**src/hdl/msr_defs.svh**
```systemverilog
`ifndef MSR_DEFS_SVH
`define MSR_DEFS_SVH

// register offsets
`define ADDR_DEVICE_STATUS    8'h05
`define ADDR_INTERRUPT_ENABLE 8'h06
`define ADDR_OPERATING_MODE   8'h07
`define ADDR_MOTION_CONTROL   8'h09
`define ADDR_INTERRUPT_STATUS 8'h14

// reset values
`define RST_DEVICE_STATUS     8'h00
`define RST_INTERRUPT_ENABLE  8'h00
`define RST_OPERATING_MODE    8'h00
`define RST_MOTION_CONTROL    8'h00

// device_status fields
`define DS_STATE_LO           0
`define DS_RES_BIT            2
`define DS_WDT_BIT            4
`define DS_OTP_BIT            7

// interrupt_enable fields
`define IE_TILT_BIT           0
`define IE_FLIP_BIT           1
`define IE_ANYM_BIT           2
`define IE_SHAKE_BIT          3
`define IE_T35_BIT            4
`define IE_AUTOCLR_BIT        6
`define IE_SAMPLE_BIT         7

// operating_mode fields
`define OM_STATE_LO           0
`define OM_WDT_LOW_BIT        4
`define OM_WDT_HIGH_BIT       5
`define OM_WRITE_MASK         8'h33

// motion control fields
`define MC_TF_BIT             0
`define MC_ANYM_BIT           2
`define MC_SHAKE_BIT          3
`define MC_T35_BIT            4

// interrupt status flag positions
`define IS_SAMPLE_BIT         7

// stall watchdog: time in microseconds and derived cycles at 10 MHz
`define WDT_STALL_US          1000
`define CLK_MHZ               10
`define WDT_STALL_CYCLES      (`WDT_STALL_US * `CLK_MHZ)

`endif

```
**src/hdl/msr_pkg.sv**
```systemverilog
package msr_pkg;

    // reported operating states
    typedef enum logic [1:0] {
        ST_SLEEP   = 2'b00,
        ST_WAKE    = 2'b01,
        ST_RESV    = 2'b10,
        ST_STANDBY = 2'b11
    } op_state_t;

    // watchdog sequencer, one-hot
    typedef enum logic [2:0] {
        WD_IDLE  = 3'b001,
        WD_COUNT = 3'b010,
        WD_FIRE  = 3'b100
    } wd_state_t;

endpackage : msr_pkg

```
**src/hdl/stall_watchdog.sv**
```systemverilog
`timescale 1ns/1ns
`include "msr_defs.svh"

module stall_watchdog
    import msr_pkg::*;
#(
    parameter int unsigned LIMIT = `WDT_STALL_CYCLES
) (
    // clock and reset
    input  wire logic clk_i,
    input  wire logic reset_n_i,
    // watched line, already synchronised
    input  wire logic enable_i,
    input  wire logic level_i,
    input  wire logic watch_high_i,
    // timeout event
    output logic      timeout_o
);

    typedef struct packed {
        wd_state_t   st;
        logic [31:0] cnt;
    } wd_reg_t;

    wd_reg_t r;
    wd_reg_t next_r;
    logic    at_level;

    // count while the line sits at the watched level
    always_comb begin
        next_r   = r;
        at_level = enable_i && (level_i == watch_high_i);
        case (r.st)
            WD_IDLE: begin
                next_r.cnt = 32'h0000_0000;
                if (at_level) begin
                    next_r.st = WD_COUNT;
                end
            end
            WD_COUNT: begin
                if (!at_level) begin
                    next_r.st = WD_IDLE;
                end else if (r.cnt >= LIMIT - 1) begin
                    next_r.st = WD_FIRE;
                end else begin
                    next_r.cnt = r.cnt + 32'h0000_0001;
                end
            end
            WD_FIRE: begin
                // one event per stall, rearm once released
                if (!at_level) begin
                    next_r.st = WD_IDLE;
                end
            end
            default: begin
                next_r.st = WD_IDLE;
            end
        endcase
    end

    always_ff @(posedge clk_i or negedge reset_n_i) begin
        if (!reset_n_i) begin
            r.st  <= WD_IDLE;
            r.cnt <= 32'h0000_0000;
        end else begin
            r <= next_r;
        end
    end

    assign timeout_o = (r.st == WD_COUNT) && at_level && (r.cnt >= LIMIT - 1);

endmodule : stall_watchdog

```
**src/hdl/irq_gate.sv**
```systemverilog
`timescale 1ns/1ns
`include "msr_defs.svh"

module irq_gate
    import msr_pkg::*;
(
    // control register contents
    input  wire logic [7:0] int_enable_i,
    input  wire logic [7:0] motion_ctrl_i,
    // raw motion conditions: tilt, flip, anym, shake, tilt35
    input  wire logic [4:0] raw_i,
    // gated conditions
    output logic      [4:0] gated_o
);

    logic tf_on;
    logic am_on;

    // feature enables combined with interrupt enables
    always_comb begin
        tf_on = motion_ctrl_i[`MC_TF_BIT];
        am_on = motion_ctrl_i[`MC_ANYM_BIT];
        gated_o[0] = raw_i[0] && int_enable_i[`IE_TILT_BIT] && tf_on;
        gated_o[1] = raw_i[1] && int_enable_i[`IE_FLIP_BIT] && tf_on;
        gated_o[2] = raw_i[2] && int_enable_i[`IE_ANYM_BIT] && am_on;
        gated_o[3] = raw_i[3] && int_enable_i[`IE_SHAKE_BIT] && am_on
                     && motion_ctrl_i[`MC_SHAKE_BIT];
        gated_o[4] = raw_i[4] && int_enable_i[`IE_T35_BIT] && am_on
                     && motion_ctrl_i[`MC_T35_BIT];
    end

endmodule : irq_gate

```
**src/hdl/mode_status_interrupt_regs.sv**
```systemverilog
`timescale 1ns/1ns
`include "msr_defs.svh"

module mode_status_interrupt_regs
    import msr_pkg::*;
#(
    parameter int unsigned WDT_LIMIT = `WDT_STALL_CYCLES
) (
    // clock and reset
    input  wire logic       clk_i,
    input  wire logic       reset_n_i,
    // register access from the serial engine
    input  wire logic [7:0] reg_addr_i,
    input  wire logic       reg_wr_i,
    input  wire logic [7:0] reg_wdata_i,
    input  wire logic       reg_rd_i,
    output logic      [7:0] reg_rdata_o,
    // serial clock pin
    input  wire logic       scl_i,
    // device state inputs
    input  wire logic       otp_busy_i,
    input  wire logic       sample_done_i,
    input  wire logic [4:0] motion_raw_i,
    input  wire logic [2:0] fifo_irq_i,
    input  wire logic [2:0] fifo_irq_en_i,
    // outputs to the rest of the device
    output logic      [1:0] op_state_o,
    output logic            clocks_run_o,
    output logic            sampling_o,
    output logic            serial_reset_o,
    output logic      [7:0] motion_ctrl_o,
    output logic      [7:0] int_status_o,
    output logic            irq_o
);

    typedef struct packed {
        logic [1:0] scl_sync;
        logic [1:0] otp_sync;
        logic [7:0] int_enable;
        logic [7:0] op_mode;
        logic [7:0] motion_ctrl;
        logic       wdt_flag;
        logic [7:0] int_status;
        logic [1:0] cur_state;
        logic       serial_reset;
        logic [7:0] rdata;
    } regs_t;

    regs_t r;
    regs_t next_r;
    logic  [4:0] gated;
    logic        wdt_low_hit;
    logic        wdt_high_hit;
    logic        wdt_event;
    logic        wr_mode;
    logic        wr_ie;
    logic        wr_mc;
    logic        wr_is;
    logic        rd_status;
    logic [7:0]  status_word;
    logic        fifo_any;

    // address decode used by both read and write paths
    function automatic logic hit(input logic [7:0] a, input logic [7:0] b);
        hit = (a == b);
    endfunction : hit

    irq_gate u_gate (
        .int_enable_i  (r.int_enable),
        .motion_ctrl_i (r.motion_ctrl),
        .raw_i         (motion_raw_i),
        .gated_o       (gated)
    );

    // low-level stall watcher
    stall_watchdog #(.LIMIT(WDT_LIMIT)) u_wdt_low (
        .clk_i        (clk_i),
        .reset_n_i    (reset_n_i),
        .enable_i     (r.op_mode[`OM_WDT_LOW_BIT]),
        .level_i      (r.scl_sync[1]),
        .watch_high_i (1'b0),
        .timeout_o    (wdt_low_hit)
    );

    // high-level stall watcher
    stall_watchdog #(.LIMIT(WDT_LIMIT)) u_wdt_high (
        .clk_i        (clk_i),
        .reset_n_i    (reset_n_i),
        .enable_i     (r.op_mode[`OM_WDT_HIGH_BIT]),
        .level_i      (r.scl_sync[1]),
        .watch_high_i (1'b1),
        .timeout_o    (wdt_high_hit)
    );

    // decode strobes
    always_comb begin
        wr_mode   = reg_wr_i && hit(reg_addr_i, `ADDR_OPERATING_MODE);
        wr_ie     = reg_wr_i && hit(reg_addr_i, `ADDR_INTERRUPT_ENABLE);
        wr_mc     = reg_wr_i && hit(reg_addr_i, `ADDR_MOTION_CONTROL);
        wr_is     = reg_wr_i && hit(reg_addr_i, `ADDR_INTERRUPT_STATUS);
        rd_status = reg_rd_i && hit(reg_addr_i, `ADDR_DEVICE_STATUS);
        wdt_event = wdt_low_hit || wdt_high_hit;
        fifo_any  = |(fifo_irq_i & fifo_irq_en_i);
    end

    // device_status image
    always_comb begin
        status_word = `RST_DEVICE_STATUS;
        status_word[`DS_STATE_LO +: 2] = r.cur_state;
        status_word[`DS_RES_BIT] = 1'b0;
        status_word[`DS_WDT_BIT] = r.wdt_flag;
        status_word[`DS_OTP_BIT] = r.otp_sync[1];
    end

    // next state of all registers
    always_comb begin
        next_r = r;
        next_r.scl_sync = {r.scl_sync[0], scl_i};
        next_r.otp_sync = {r.otp_sync[0], otp_busy_i};
        // mode register writable in any state
        if (wr_mode) begin
            next_r.op_mode = reg_wdata_i & `OM_WRITE_MASK;
        end
        if (wr_ie) begin
            next_r.int_enable = reg_wdata_i;
        end
        if (wr_mc) begin
            next_r.motion_ctrl = reg_wdata_i;
        end
        // reported state follows written sleep and wake, standby reports 00, reserved keeps old
        case (op_state_t'(r.op_mode[`OM_STATE_LO +: 2]))
            ST_SLEEP:   next_r.cur_state = 2'b00;
            ST_WAKE:    next_r.cur_state = 2'b01;
            ST_STANDBY: next_r.cur_state = 2'b00;
            default:    next_r.cur_state = r.cur_state;
        endcase
        // watchdog flag: read clears, event wins
        if (rd_status) begin
            next_r.wdt_flag = 1'b0;
        end
        if (wdt_event) begin
            next_r.wdt_flag = 1'b1;
        end
        next_r.serial_reset = wdt_event;
        // interrupt status: host write or auto clear, then set
        if (r.int_enable[`IE_AUTOCLR_BIT]) begin
            next_r.int_status[4:0] = gated;
            if (!sampling_o) begin
                next_r.int_status[`IS_SAMPLE_BIT] = 1'b0;
            end
        end else if (wr_is) begin
            next_r.int_status = 8'h00;
        end
        next_r.int_status[4:0] = next_r.int_status[4:0] | gated;
        if (sample_done_i && r.int_enable[`IE_SAMPLE_BIT]) begin
            next_r.int_status[`IS_SAMPLE_BIT] = 1'b1;
        end
        // read data
        if (reg_rd_i) begin
            if (hit(reg_addr_i, `ADDR_DEVICE_STATUS)) begin
                next_r.rdata = status_word;
            end else if (hit(reg_addr_i, `ADDR_INTERRUPT_ENABLE)) begin
                next_r.rdata = r.int_enable;
            end else if (hit(reg_addr_i, `ADDR_OPERATING_MODE)) begin
                next_r.rdata = r.op_mode;
            end else if (hit(reg_addr_i, `ADDR_MOTION_CONTROL)) begin
                next_r.rdata = r.motion_ctrl;
            end else if (hit(reg_addr_i, `ADDR_INTERRUPT_STATUS)) begin
                next_r.rdata = r.int_status;
            end else begin
                next_r.rdata = 8'h00;
            end
        end
    end

    always_ff @(posedge clk_i or negedge reset_n_i) begin
        if (!reset_n_i) begin
            r.scl_sync     <= 2'b11;
            r.otp_sync     <= 2'b00;
            r.int_enable   <= `RST_INTERRUPT_ENABLE;
            r.op_mode      <= `RST_OPERATING_MODE;
            r.motion_ctrl  <= `RST_MOTION_CONTROL;
            r.wdt_flag     <= 1'b0;
            r.int_status   <= 8'h00;
            r.cur_state    <= 2'b00;
            r.serial_reset <= 1'b0;
            r.rdata        <= 8'h00;
        end else begin
            r <= next_r;
        end
    end

    // outputs
    assign op_state_o     = r.op_mode[`OM_STATE_LO +: 2];
    assign clocks_run_o   = (r.op_mode[1:0] == 2'b01)
                            || (r.op_mode[1:0] == 2'b11);
    assign sampling_o     = (r.op_mode[1:0] == 2'b01);
    assign serial_reset_o = r.serial_reset;
    assign motion_ctrl_o  = r.motion_ctrl;
    assign int_status_o   = r.int_status;
    assign reg_rdata_o    = r.rdata;
    assign irq_o          = (|r.int_status) || fifo_any;

    // flag drops one cycle after a read with no event
    a_wdt_read_clear: assert property (
        @(posedge clk_i) disable iff (!reset_n_i)
        rd_status && !wdt_event |=> !r.wdt_flag)
        else $error("watchdog flag survived status read");

    // an event records the flag and resets the serial target
    a_wdt_event_set: assert property (
        @(posedge clk_i) disable iff (!reset_n_i)
        wdt_event |=> r.wdt_flag && r.serial_reset)
        else $error("watchdog event not recorded");

    // resolution bit reads back zero on every status read
    a_res_zero: assert property (
        @(posedge clk_i) disable iff (!reset_n_i)
        rd_status |=> !reg_rdata_o[`DS_RES_BIT])
        else $error("resolution indicator not zero");

    // wake written, wake reported two cycles on
    a_state_wake: assert property (
        @(posedge clk_i) disable iff (!reset_n_i)
        wr_mode && reg_wdata_i[1:0] == 2'b01 |=> ##1 r.cur_state == 2'b01)
        else $error("wake not reported");

    // sleep written, clocks-stopped code reported
    a_state_sleep: assert property (
        @(posedge clk_i) disable iff (!reset_n_i)
        wr_mode && reg_wdata_i[1:0] == 2'b00 |=> ##1 r.cur_state == 2'b00)
        else $error("sleep not reported");

    // standby has no status code of its own, reports 00
    a_state_standby: assert property (
        @(posedge clk_i) disable iff (!reset_n_i)
        wr_mode && reg_wdata_i[1:0] == 2'b11 |=> ##1 r.cur_state == 2'b00)
        else $error("standby not reported as 00");

    // reserved code written, previous report kept
    a_state_keep: assert property (
        @(posedge clk_i) disable iff (!reset_n_i)
        wr_mode && reg_wdata_i[1:0] == 2'b10 |=> ##1 $stable(r.cur_state))
        else $error("reserved write changed report");

    // reserved codes never reported
    a_state_resv: assert property (
        @(posedge clk_i) disable iff (!reset_n_i)
        !r.cur_state[1])
        else $error("reserved state code reported");

    // busy bit follows the pin two cycles late
    a_otp_busy: assert property (
        @(posedge clk_i) disable iff (!reset_n_i)
        otp_busy_i ##2 otp_busy_i[*1]
        |-> status_word[`DS_OTP_BIT] == $past(otp_busy_i, 2))
        else $error("busy bit mismatch");

    // tilt only with its enable and the tilt/flip feature
    a_tilt_gate: assert property (
        @(posedge clk_i) disable iff (!reset_n_i)
        gated[0] |-> r.motion_ctrl[`MC_TF_BIT]
        && r.int_enable[`IE_TILT_BIT])
        else $error("tilt passed without enables");

    // flip only with its enable and the tilt/flip feature
    a_flip_gate: assert property (
        @(posedge clk_i) disable iff (!reset_n_i)
        gated[1] |-> r.motion_ctrl[`MC_TF_BIT]
        && r.int_enable[`IE_FLIP_BIT])
        else $error("flip passed without enables");

    // any-motion only with its feature enable
    a_anym_gate: assert property (
        @(posedge clk_i) disable iff (!reset_n_i)
        gated[2] |-> r.motion_ctrl[`MC_ANYM_BIT])
        else $error("any-motion passed without feature");

    // shake needs its own and the any-motion feature
    a_shake_gate: assert property (
        @(posedge clk_i) disable iff (!reset_n_i)
        gated[3] |-> r.motion_ctrl[`MC_ANYM_BIT]
        && r.motion_ctrl[`MC_SHAKE_BIT])
        else $error("shake passed without features");

    // tilt-35 needs its own and the any-motion feature
    a_t35_gate: assert property (
        @(posedge clk_i) disable iff (!reset_n_i)
        gated[4] |-> r.motion_ctrl[`MC_ANYM_BIT]
        && r.motion_ctrl[`MC_T35_BIT])
        else $error("tilt-35 passed without features");

    // without auto-clear a pending tilt waits for the host
    a_latch_hold: assert property (
        @(posedge clk_i) disable iff (!reset_n_i)
        !r.int_enable[`IE_AUTOCLR_BIT] && !wr_is && !wr_ie
        && r.int_status[0] |=> r.int_status[0])
        else $error("latched interrupt lost");

    // a status write with nothing pending empties the register
    a_status_clear: assert property (
        @(posedge clk_i) disable iff (!reset_n_i)
        !r.int_enable[`IE_AUTOCLR_BIT] && wr_is && gated == 5'h00
        && !sample_done_i |=> r.int_status == 8'h00)
        else $error("status write did not clear");

    // with auto-clear the motion bits track their conditions
    a_auto_follow: assert property (
        @(posedge clk_i) disable iff (!reset_n_i)
        r.int_enable[`IE_AUTOCLR_BIT]
        |=> r.int_status[4:0] == $past(gated))
        else $error("auto-clear bits not tracking");

    // enabled sample pulse raises the sample flag
    a_sample_set: assert property (
        @(posedge clk_i) disable iff (!reset_n_i)
        sample_done_i && r.int_enable[`IE_SAMPLE_BIT]
        |=> r.int_status[`IS_SAMPLE_BIT])
        else $error("sample flag not set");

    // no sample pulse, a clear sample flag stays clear
    a_sample_quiet: assert property (
        @(posedge clk_i) disable iff (!reset_n_i)
        !sample_done_i && !r.int_status[`IS_SAMPLE_BIT]
        |=> !r.int_status[`IS_SAMPLE_BIT])
        else $error("sample flag set without a sample");

    // enabled fifo sources reach the line past the enable register
    a_fifo_pass: assert property (
        @(posedge clk_i) disable iff (!reset_n_i)
        (|(fifo_irq_i & fifo_irq_en_i)) |-> irq_o)
        else $error("fifo source did not raise the line");

    // mode accepts writes in every state
    a_mode_write: assert property (
        @(posedge clk_i) disable iff (!reset_n_i)
        wr_mode |=> r.op_mode == ($past(reg_wdata_i) & `OM_WRITE_MASK))
        else $error("mode write lost");

endmodule : mode_status_interrupt_regs

```
**config.mk**
```make
export PLATFORM = sky130hd
export DESIGN_NAME = mode_status_interrupt_regs
export DESIGN_NICKNAME = d
export VERILOG_FILES = /design/src/hdl/msr_pkg.sv /design/src/hdl/stall_watchdog.sv /design/src/hdl/irq_gate.sv /design/src/hdl/mode_status_interrupt_regs.sv
export VERILOG_INCLUDE_DIRS = /design/src /design/src/hdl
export SDC_FILE = /design/constraint.sdc
export NUM_CORES = 1
export LEC_CHECK = 0
export BUFFER_PORTS_ARGS = -buffer_cell sky130_fd_sc_hd__clkbuf_2
export CORE_MARGIN = 3
export CORE_UTILIZATION = 32
export CTS_CLUSTER_DIAMETER = 120
export DETAILED_ROUTE_END_ITERATION = 10
export GPL_TIMING_DRIVEN = 0
export REMOVE_ABC_BUFFERS = 1
export SYNTH_ARGS = -nofsm -noshare
export SYNTH_HDL_FRONTEND = slang
export SYNTH_HIERARCHICAL = 1
export SYNTH_SLANG_ARGS = --single-unit
```
**constraint.sdc**
```tcl
create_clock -name clk_i -period 2 [get_ports clk_i]
set_clock_uncertainty 0.05 [all_clocks]
set_input_delay 0.4 -clock clk_i [delete_from_list [all_inputs] [get_ports clk_i]]
set_output_delay 0.4 -clock clk_i [all_outputs]
set_load 0.05 [all_outputs]
```
=== After elaboration in Yosys (flattened, before gate mapping) ===
Cells that the tools add are included.

* Bits in registers: 112
* Input bits: 34
* Output and inout bits: 30
* Logic and storage cells: 116

* $add $sub $neg: 2
* Order comparisons: 2
* Equal/unequal tests: 24
* Mux-type cells: 29
* Bitwise gates (word level): 3
* Reduce and logical (&&, ||, !) cells: 41

{| class="wikitable"
|+ Operator list
! kind !! number
|-
| 32-bit two-way mux || 4
|-
| 32-bit case mux with 2 select lines || 2
|-
| 32-bit by 1-bit adder with 32-bit output, second input constant || 2
|-
| 32-bit by 14-bit greater-or-equal comparator with 1-bit output, second input constant || 2
|-
| 8-bit two-way mux || 6
|-
| 8-bit by 3-bit == test with 1-bit output, second input constant || 3
|-
| 1-bit logical AND || 24
|-
| 3-bit two-way mux || 8
|-
| 3-bit case mux with 3 select lines || 2
|-
| 3-bit AND reduction || 4
|-
| 8-bit by 4-bit == test with 1-bit output, second input constant || 1
|-
| 8-bit by 5-bit == test with 1-bit output, second input constant || 1
|-
| 2-bit by 1-bit inequality test with 1-bit output, second input constant || 4
|-
| 2-bit inequality test, second input constant || 4
|-
| 2-bit nonzero test || 4
|-
| 3-bit by 1-bit == test with 1-bit output, second input constant || 2
|-
| 3-bit by 2-bit == test with 1-bit output, second input constant || 2
|-
| 3-bit == test, second input constant || 2
|-
| 3-bit inequality test, second input constant || 2
|-
| 6-bit OR reduction || 1
|-
| 1-bit two-way mux || 5
|-
| 5-bit two-way mux || 1
|-
| 5-bit OR || 1
|-
| 2-bit case mux with 2 select lines || 1
|-
| other kinds (11) || 13
|}

=== Depth between registers and ports, before layout ===
* Depth in word-level cells: 6
* Mapped depth: 7
* Gate-level depth less buffers: 7

=== By module ===
The synthesis kept the hierarchy.

{| class="wikitable"
|+ Modules (own cells, without submodules)
! module !! times used !! cells an instance !! area each (um^2)
|-
| stall_watchdog || 2 || 160 || 1,679.1
|-
| mode_status_interrupt_regs || 1 || 199 || 2,174.6
|-
| irq_gate || 1 || 5 || 37.5
|}

=== Least setup slack after synthesis ===
Ideal clock, no wire load.

* Path kind: register to register
* Start: register u_wdt_high/r[0] (netlist name)
* End: register u_wdt_high/r[2] (netlist name)
* Setup time: 0.132 ns
* Arrival: 1.750 ns
* Data required time: 1.818 ns
* Slack: 0.069 ns
* Stages on the path, launching flop included: 7
* Path buffers: 0
* Cell sequence: dfrtp_1 -> ha_1 -> nand3_1 -> a2111o_1 -> nand4_4 -> o311a_1 -> or3b_1

* Cells in the longest elaborated chain, start to end: 4
* Elaborated cells on any way between the ends: 7

{| class="wikitable"
|+ Ends and longest elaborated chain
! item !! RTL line !! source
|-
| from (decl) || stall_watchdog.sv:25 || <nowiki>wd_reg_t r;</nowiki>
|-
| from (signal assigned) || stall_watchdog.sv:66 || <nowiki>r <= next_r;</nowiki>
|-
| 32-bit by 1-bit adder with 32-bit output || stall_watchdog.sv:46 || <nowiki>next_r.cnt = r.cnt + 32'h0000_0001;</nowiki>
|-
| 32-bit two-way mux || stall_watchdog.sv:43 || <nowiki>end else if (r.cnt >= LIMIT - 1) begin</nowiki>
|-
| 32-bit two-way mux || stall_watchdog.sv:41 || <nowiki>if (!at_level) begin</nowiki>
|-
| 32-bit case mux with 2 select lines || stall_watchdog.sv:33 || <nowiki>case (r.st)</nowiki>
|}

Several ways; a longest one is shown, not always the timed one. The select of a mux whose other input is x is not followed.
A chain may end at the register's enable or synchronous reset.

=== Worst setup path after layout ===
* Start: register u_wdt_low/r[6] (netlist name)
* End: register u_wdt_low/r[8] (netlist name)

* Cells in the longest elaborated chain, start to end: 4
* Elaborated cells on any way between the ends: 7

{| class="wikitable"
|+ Ends and longest elaborated chain
! item !! RTL line
|-
| from (decl) || stall_watchdog.sv:25
|-
| from (signal assigned) || stall_watchdog.sv:66
|-
| 32-bit by 1-bit adder with 32-bit output || stall_watchdog.sv:46
|-
| 32-bit two-way mux || stall_watchdog.sv:43
|-
| 32-bit two-way mux || stall_watchdog.sv:41
|-
| 32-bit case mux with 2 select lines || stall_watchdog.sv:33
|}

Several ways; a longest one is shown, not always the timed one. The select of a mux whose other input is x is not followed.

==> reports/qor.yml <==
outcome: "finished, violations left"
violations: "negative setup slack"
path_max_fanout: 5
busiest_layer: "met2"
track_usage: 0.1380
wl_per_cell_um: 15.96
fin_hold_ws_ns: 0.09029
final_nets: 622
cp_cell_sequence: "nor4_2, a2111o_1, nand4_4, buf_6, or4_4, a21oi_1"
async_reset_ff_frac: 1.000
postSynthCellCount: 524
gp_congestion: 0.9352
ys_seq_elements: 111
max_stage_delay_ns: 0.46
fin_crit_ns: 2.069
coreArea_um2: 16820
initial_core_util: 0.3312
crit_type: "reg -> reg"
ys_seq_area_frac: 0.4996
drive_gt1_frac: 0.3163
portBuffers: 61
grt_use_met1: 0.1783
synth_cell_types: 65
clkTransAtPathRegs_ns: 0.08
syn_to_final_growth_pct: 20.96
drc: 0
numCtsBuffers: 9
synth_top_flop_cell: "dfrtp_1"
antenna_cells: 0
crit_path_top_delay_cell: "or4_4"
crit_arrival_ns: 2.29
p_leak_nw: 2.988
drtPass1Iterations: 4
critPathLaunchType: "register"
cts_root_buffer: "clkbuf_16"
syn-cell-area_um2: 5570
placementRows: 47
finalHoldViolCount: 0
clockBufferDepth: 2
setup_violations: 10
die_w_um: 137.9
clock_latency_ns: 0.36
hpwl_um: 8411
final_cell_mix: "dfrtp_1, clkbuf_2, and2_1"
antenna_found_initial: 0
first_global_vias: 4185
maxCapViolations: 0
avgSynthCellArea_um2: 10.63
ir_drop_mv: 0.5817
period_share: 1.035
grt.overflow.total: 0
die-area_um2: 19030
grtUsageMet3: 0.03483
htreeDepth: 3
viasPerCell: 5.209
report.final.slew_viol_count: 0
die_h_um: 137.9
ioPinCount: 64
dr_total_vias: 4209
grt_max_degree: 112
tightestPinTransition_ns: 0.9012
grt_use_met2: 0.2275
cts_tree: "built"
crit_path_end_kind: "register"
clock-sinks: 111
rsz0062_at_grt: "yes"
post-place-ws_ns: -0.6216
p_per_area_nw_per_um2: 674.3
hp-class: "in -> async"
grt_pass1_wl_um: 20720
ant_nets: 0
ys_warn_count: 6
setup_ws_ns: -0.06931
timing.fmax_mhz: 483.3
dr.first_iter.drc_count: 320
slew_headroom: 0.3992
wl_um: 12900
final_common_cell: "dfrtp_1"
synth_edf_count: 0
cp.required_ns: 2.22
cts_hold_buf: 0
## cells by family after synthesis
kind of cell | count (synthesis) | share of synthesized area
buf+inv | 55 | 0.05660
xor+xnor | 4 | 0.006290
compound gates | 92 | 0.1148
mux | 29 | 0.05615
simple gates | 226 | 0.2540
flops | 111 | 0.4996
fa+ha+maj | 5 | 0.01123
other cells | 2 | 0.001348
## synthesized netlist by cell type (3+ instances only)
master	n	area, µm²
dfrtp_1	107	2678
and2_1	41	256.5
nand2_1	34	127.6
buf_4	26	195.2
nand3_1	20	100.1
nand2b_1	19	118.9
nor2_1	19	71.32
o21ai_0	19	95.09
a21oi_1	18	90.09
mux2_2	18	202.7
clkbuf_1	14	52.55
and3_1	13	81.33
inv_1	11	41.29
mux2i_1	11	110.1
nor4_2	10	125.1
o31ai_1	10	75.07
or4_1	10	75.07
nor4_1	9	56.30
nor3_1	8	40.04
a21o_1	7	52.55
nand4_1	6	37.54
a211oi_1	5	37.54
ha_1	5	62.56
nor2b_1	5	31.28
a31oi_1	4	25.02
a32oi_1	4	35.03
and4_1	4	35.03
dfstp_2	4	105.1
nand3b_1	4	30.03
or2_2	4	25.02
buf_2	3	15.01
o211ai_1	3	22.52
or3_1	3	18.77
## worst paths after layout
path | start | end | slack [ns] | depth (start not counted)
max | u_wdt_low/r[6]$_DFFE_PN0P_ | u_wdt_low/r[8]$_DFFE_PN0P_ | -0.07 | 6
min | reset_n_i | int_status_o[2]$_DFF_PN0_ | 0.09 | 1
max reg2reg | u_wdt_low/r[6]$_DFFE_PN0P_ | u_wdt_low/r[8]$_DFFE_PN0P_ | -0.07 | 6
min reg2reg | next_r[47]$_DFF_PN1_ | r[47]$_DFF_PN1_ | 0.31 | 0
max in group asynchronous | reset_n_i | u_wdt_high/r[6]$_DFFE_PN0P_ | 1.11 | 1
min in group clk_i | scl_i | next_r[47]$_DFF_PN1_ | 0.09 | 1
## metrics by stage
stage	instance area (µm²)	util	setup TNS [ns]	power [mW]	cells
5_1_grt	6738	0.4006	-1.485	4.755	808
2_1_floorplan	5304	-	-0.2412	2.619	482
3_3_place_gp	5884	0.3499	-122.44	2.791	763
3_5_place_dp	5893	0.3504	-8.855	2.799	763
4_1_cts	6429	0.3822	-0.4172	4.598	795
6_report	6738	0.4006	-0.2621	4.543	808
## registers in the layout (all words and copies together) (netlist names)
signal and count:
serial_reset_o 1, reg_rdata_o 8, r 14, motion_ctrl_o 8, next_r 2, op_state_o 2, int_status_o 6, u_wdt_high/r 35
u_wdt_low/r 35
## power breakdown
group / total, mW / internal, mW / switching [mW] / leakage (nW)
Clock: 1.77 / 0.968 / 0.801 / 0.142
Sequential: 2.34 / 2.29 / 0.0473 / 1.51
Combinational: 0.436 / 0.128 / 0.308 / 1.34
Total: 4.54 / 3.39 / 1.16 / 2.99
## layer usage
layer	up-vias	routed length, µm
met5	-	0
met4	0	207
met3	14	539
li1	2013	-
met2	80	6279
met1	2102	5872
## final cells by class
| class | count | area (µm²) |
|---|---|---|
| fillers | 1612 | 10080 |
| flip-flops and latches | 111 | 2786 |
| multi-input cells | 361 | 2775 |
| repair buffers | 89 | 569.3 |
| well taps | 220 | 275.3 |
| clock buffers | 10 | 229.0 |
| clock inverters | 6 | 61.31 |
| inverters | 11 | 41.29 |
## worst max-delay path: cells and delay by family, from the launching register on
family          cells  cell delay, ns
simple gates        3            0.95
buf+inv             1            0.18
compound gates      2            0.41
flops               1            0.41
## what timing repair did
item / 4_1_cts / 5_1_grt
gates cloned: 1 / 0
setup buffers: 15 / 13
resized for setup: 22 / 42
hold endpoints to repair: 0 / 0
pin swaps: 16 / 18
setup endpoints to repair: 27 / 28
Power figures use the tool's default switching activity.
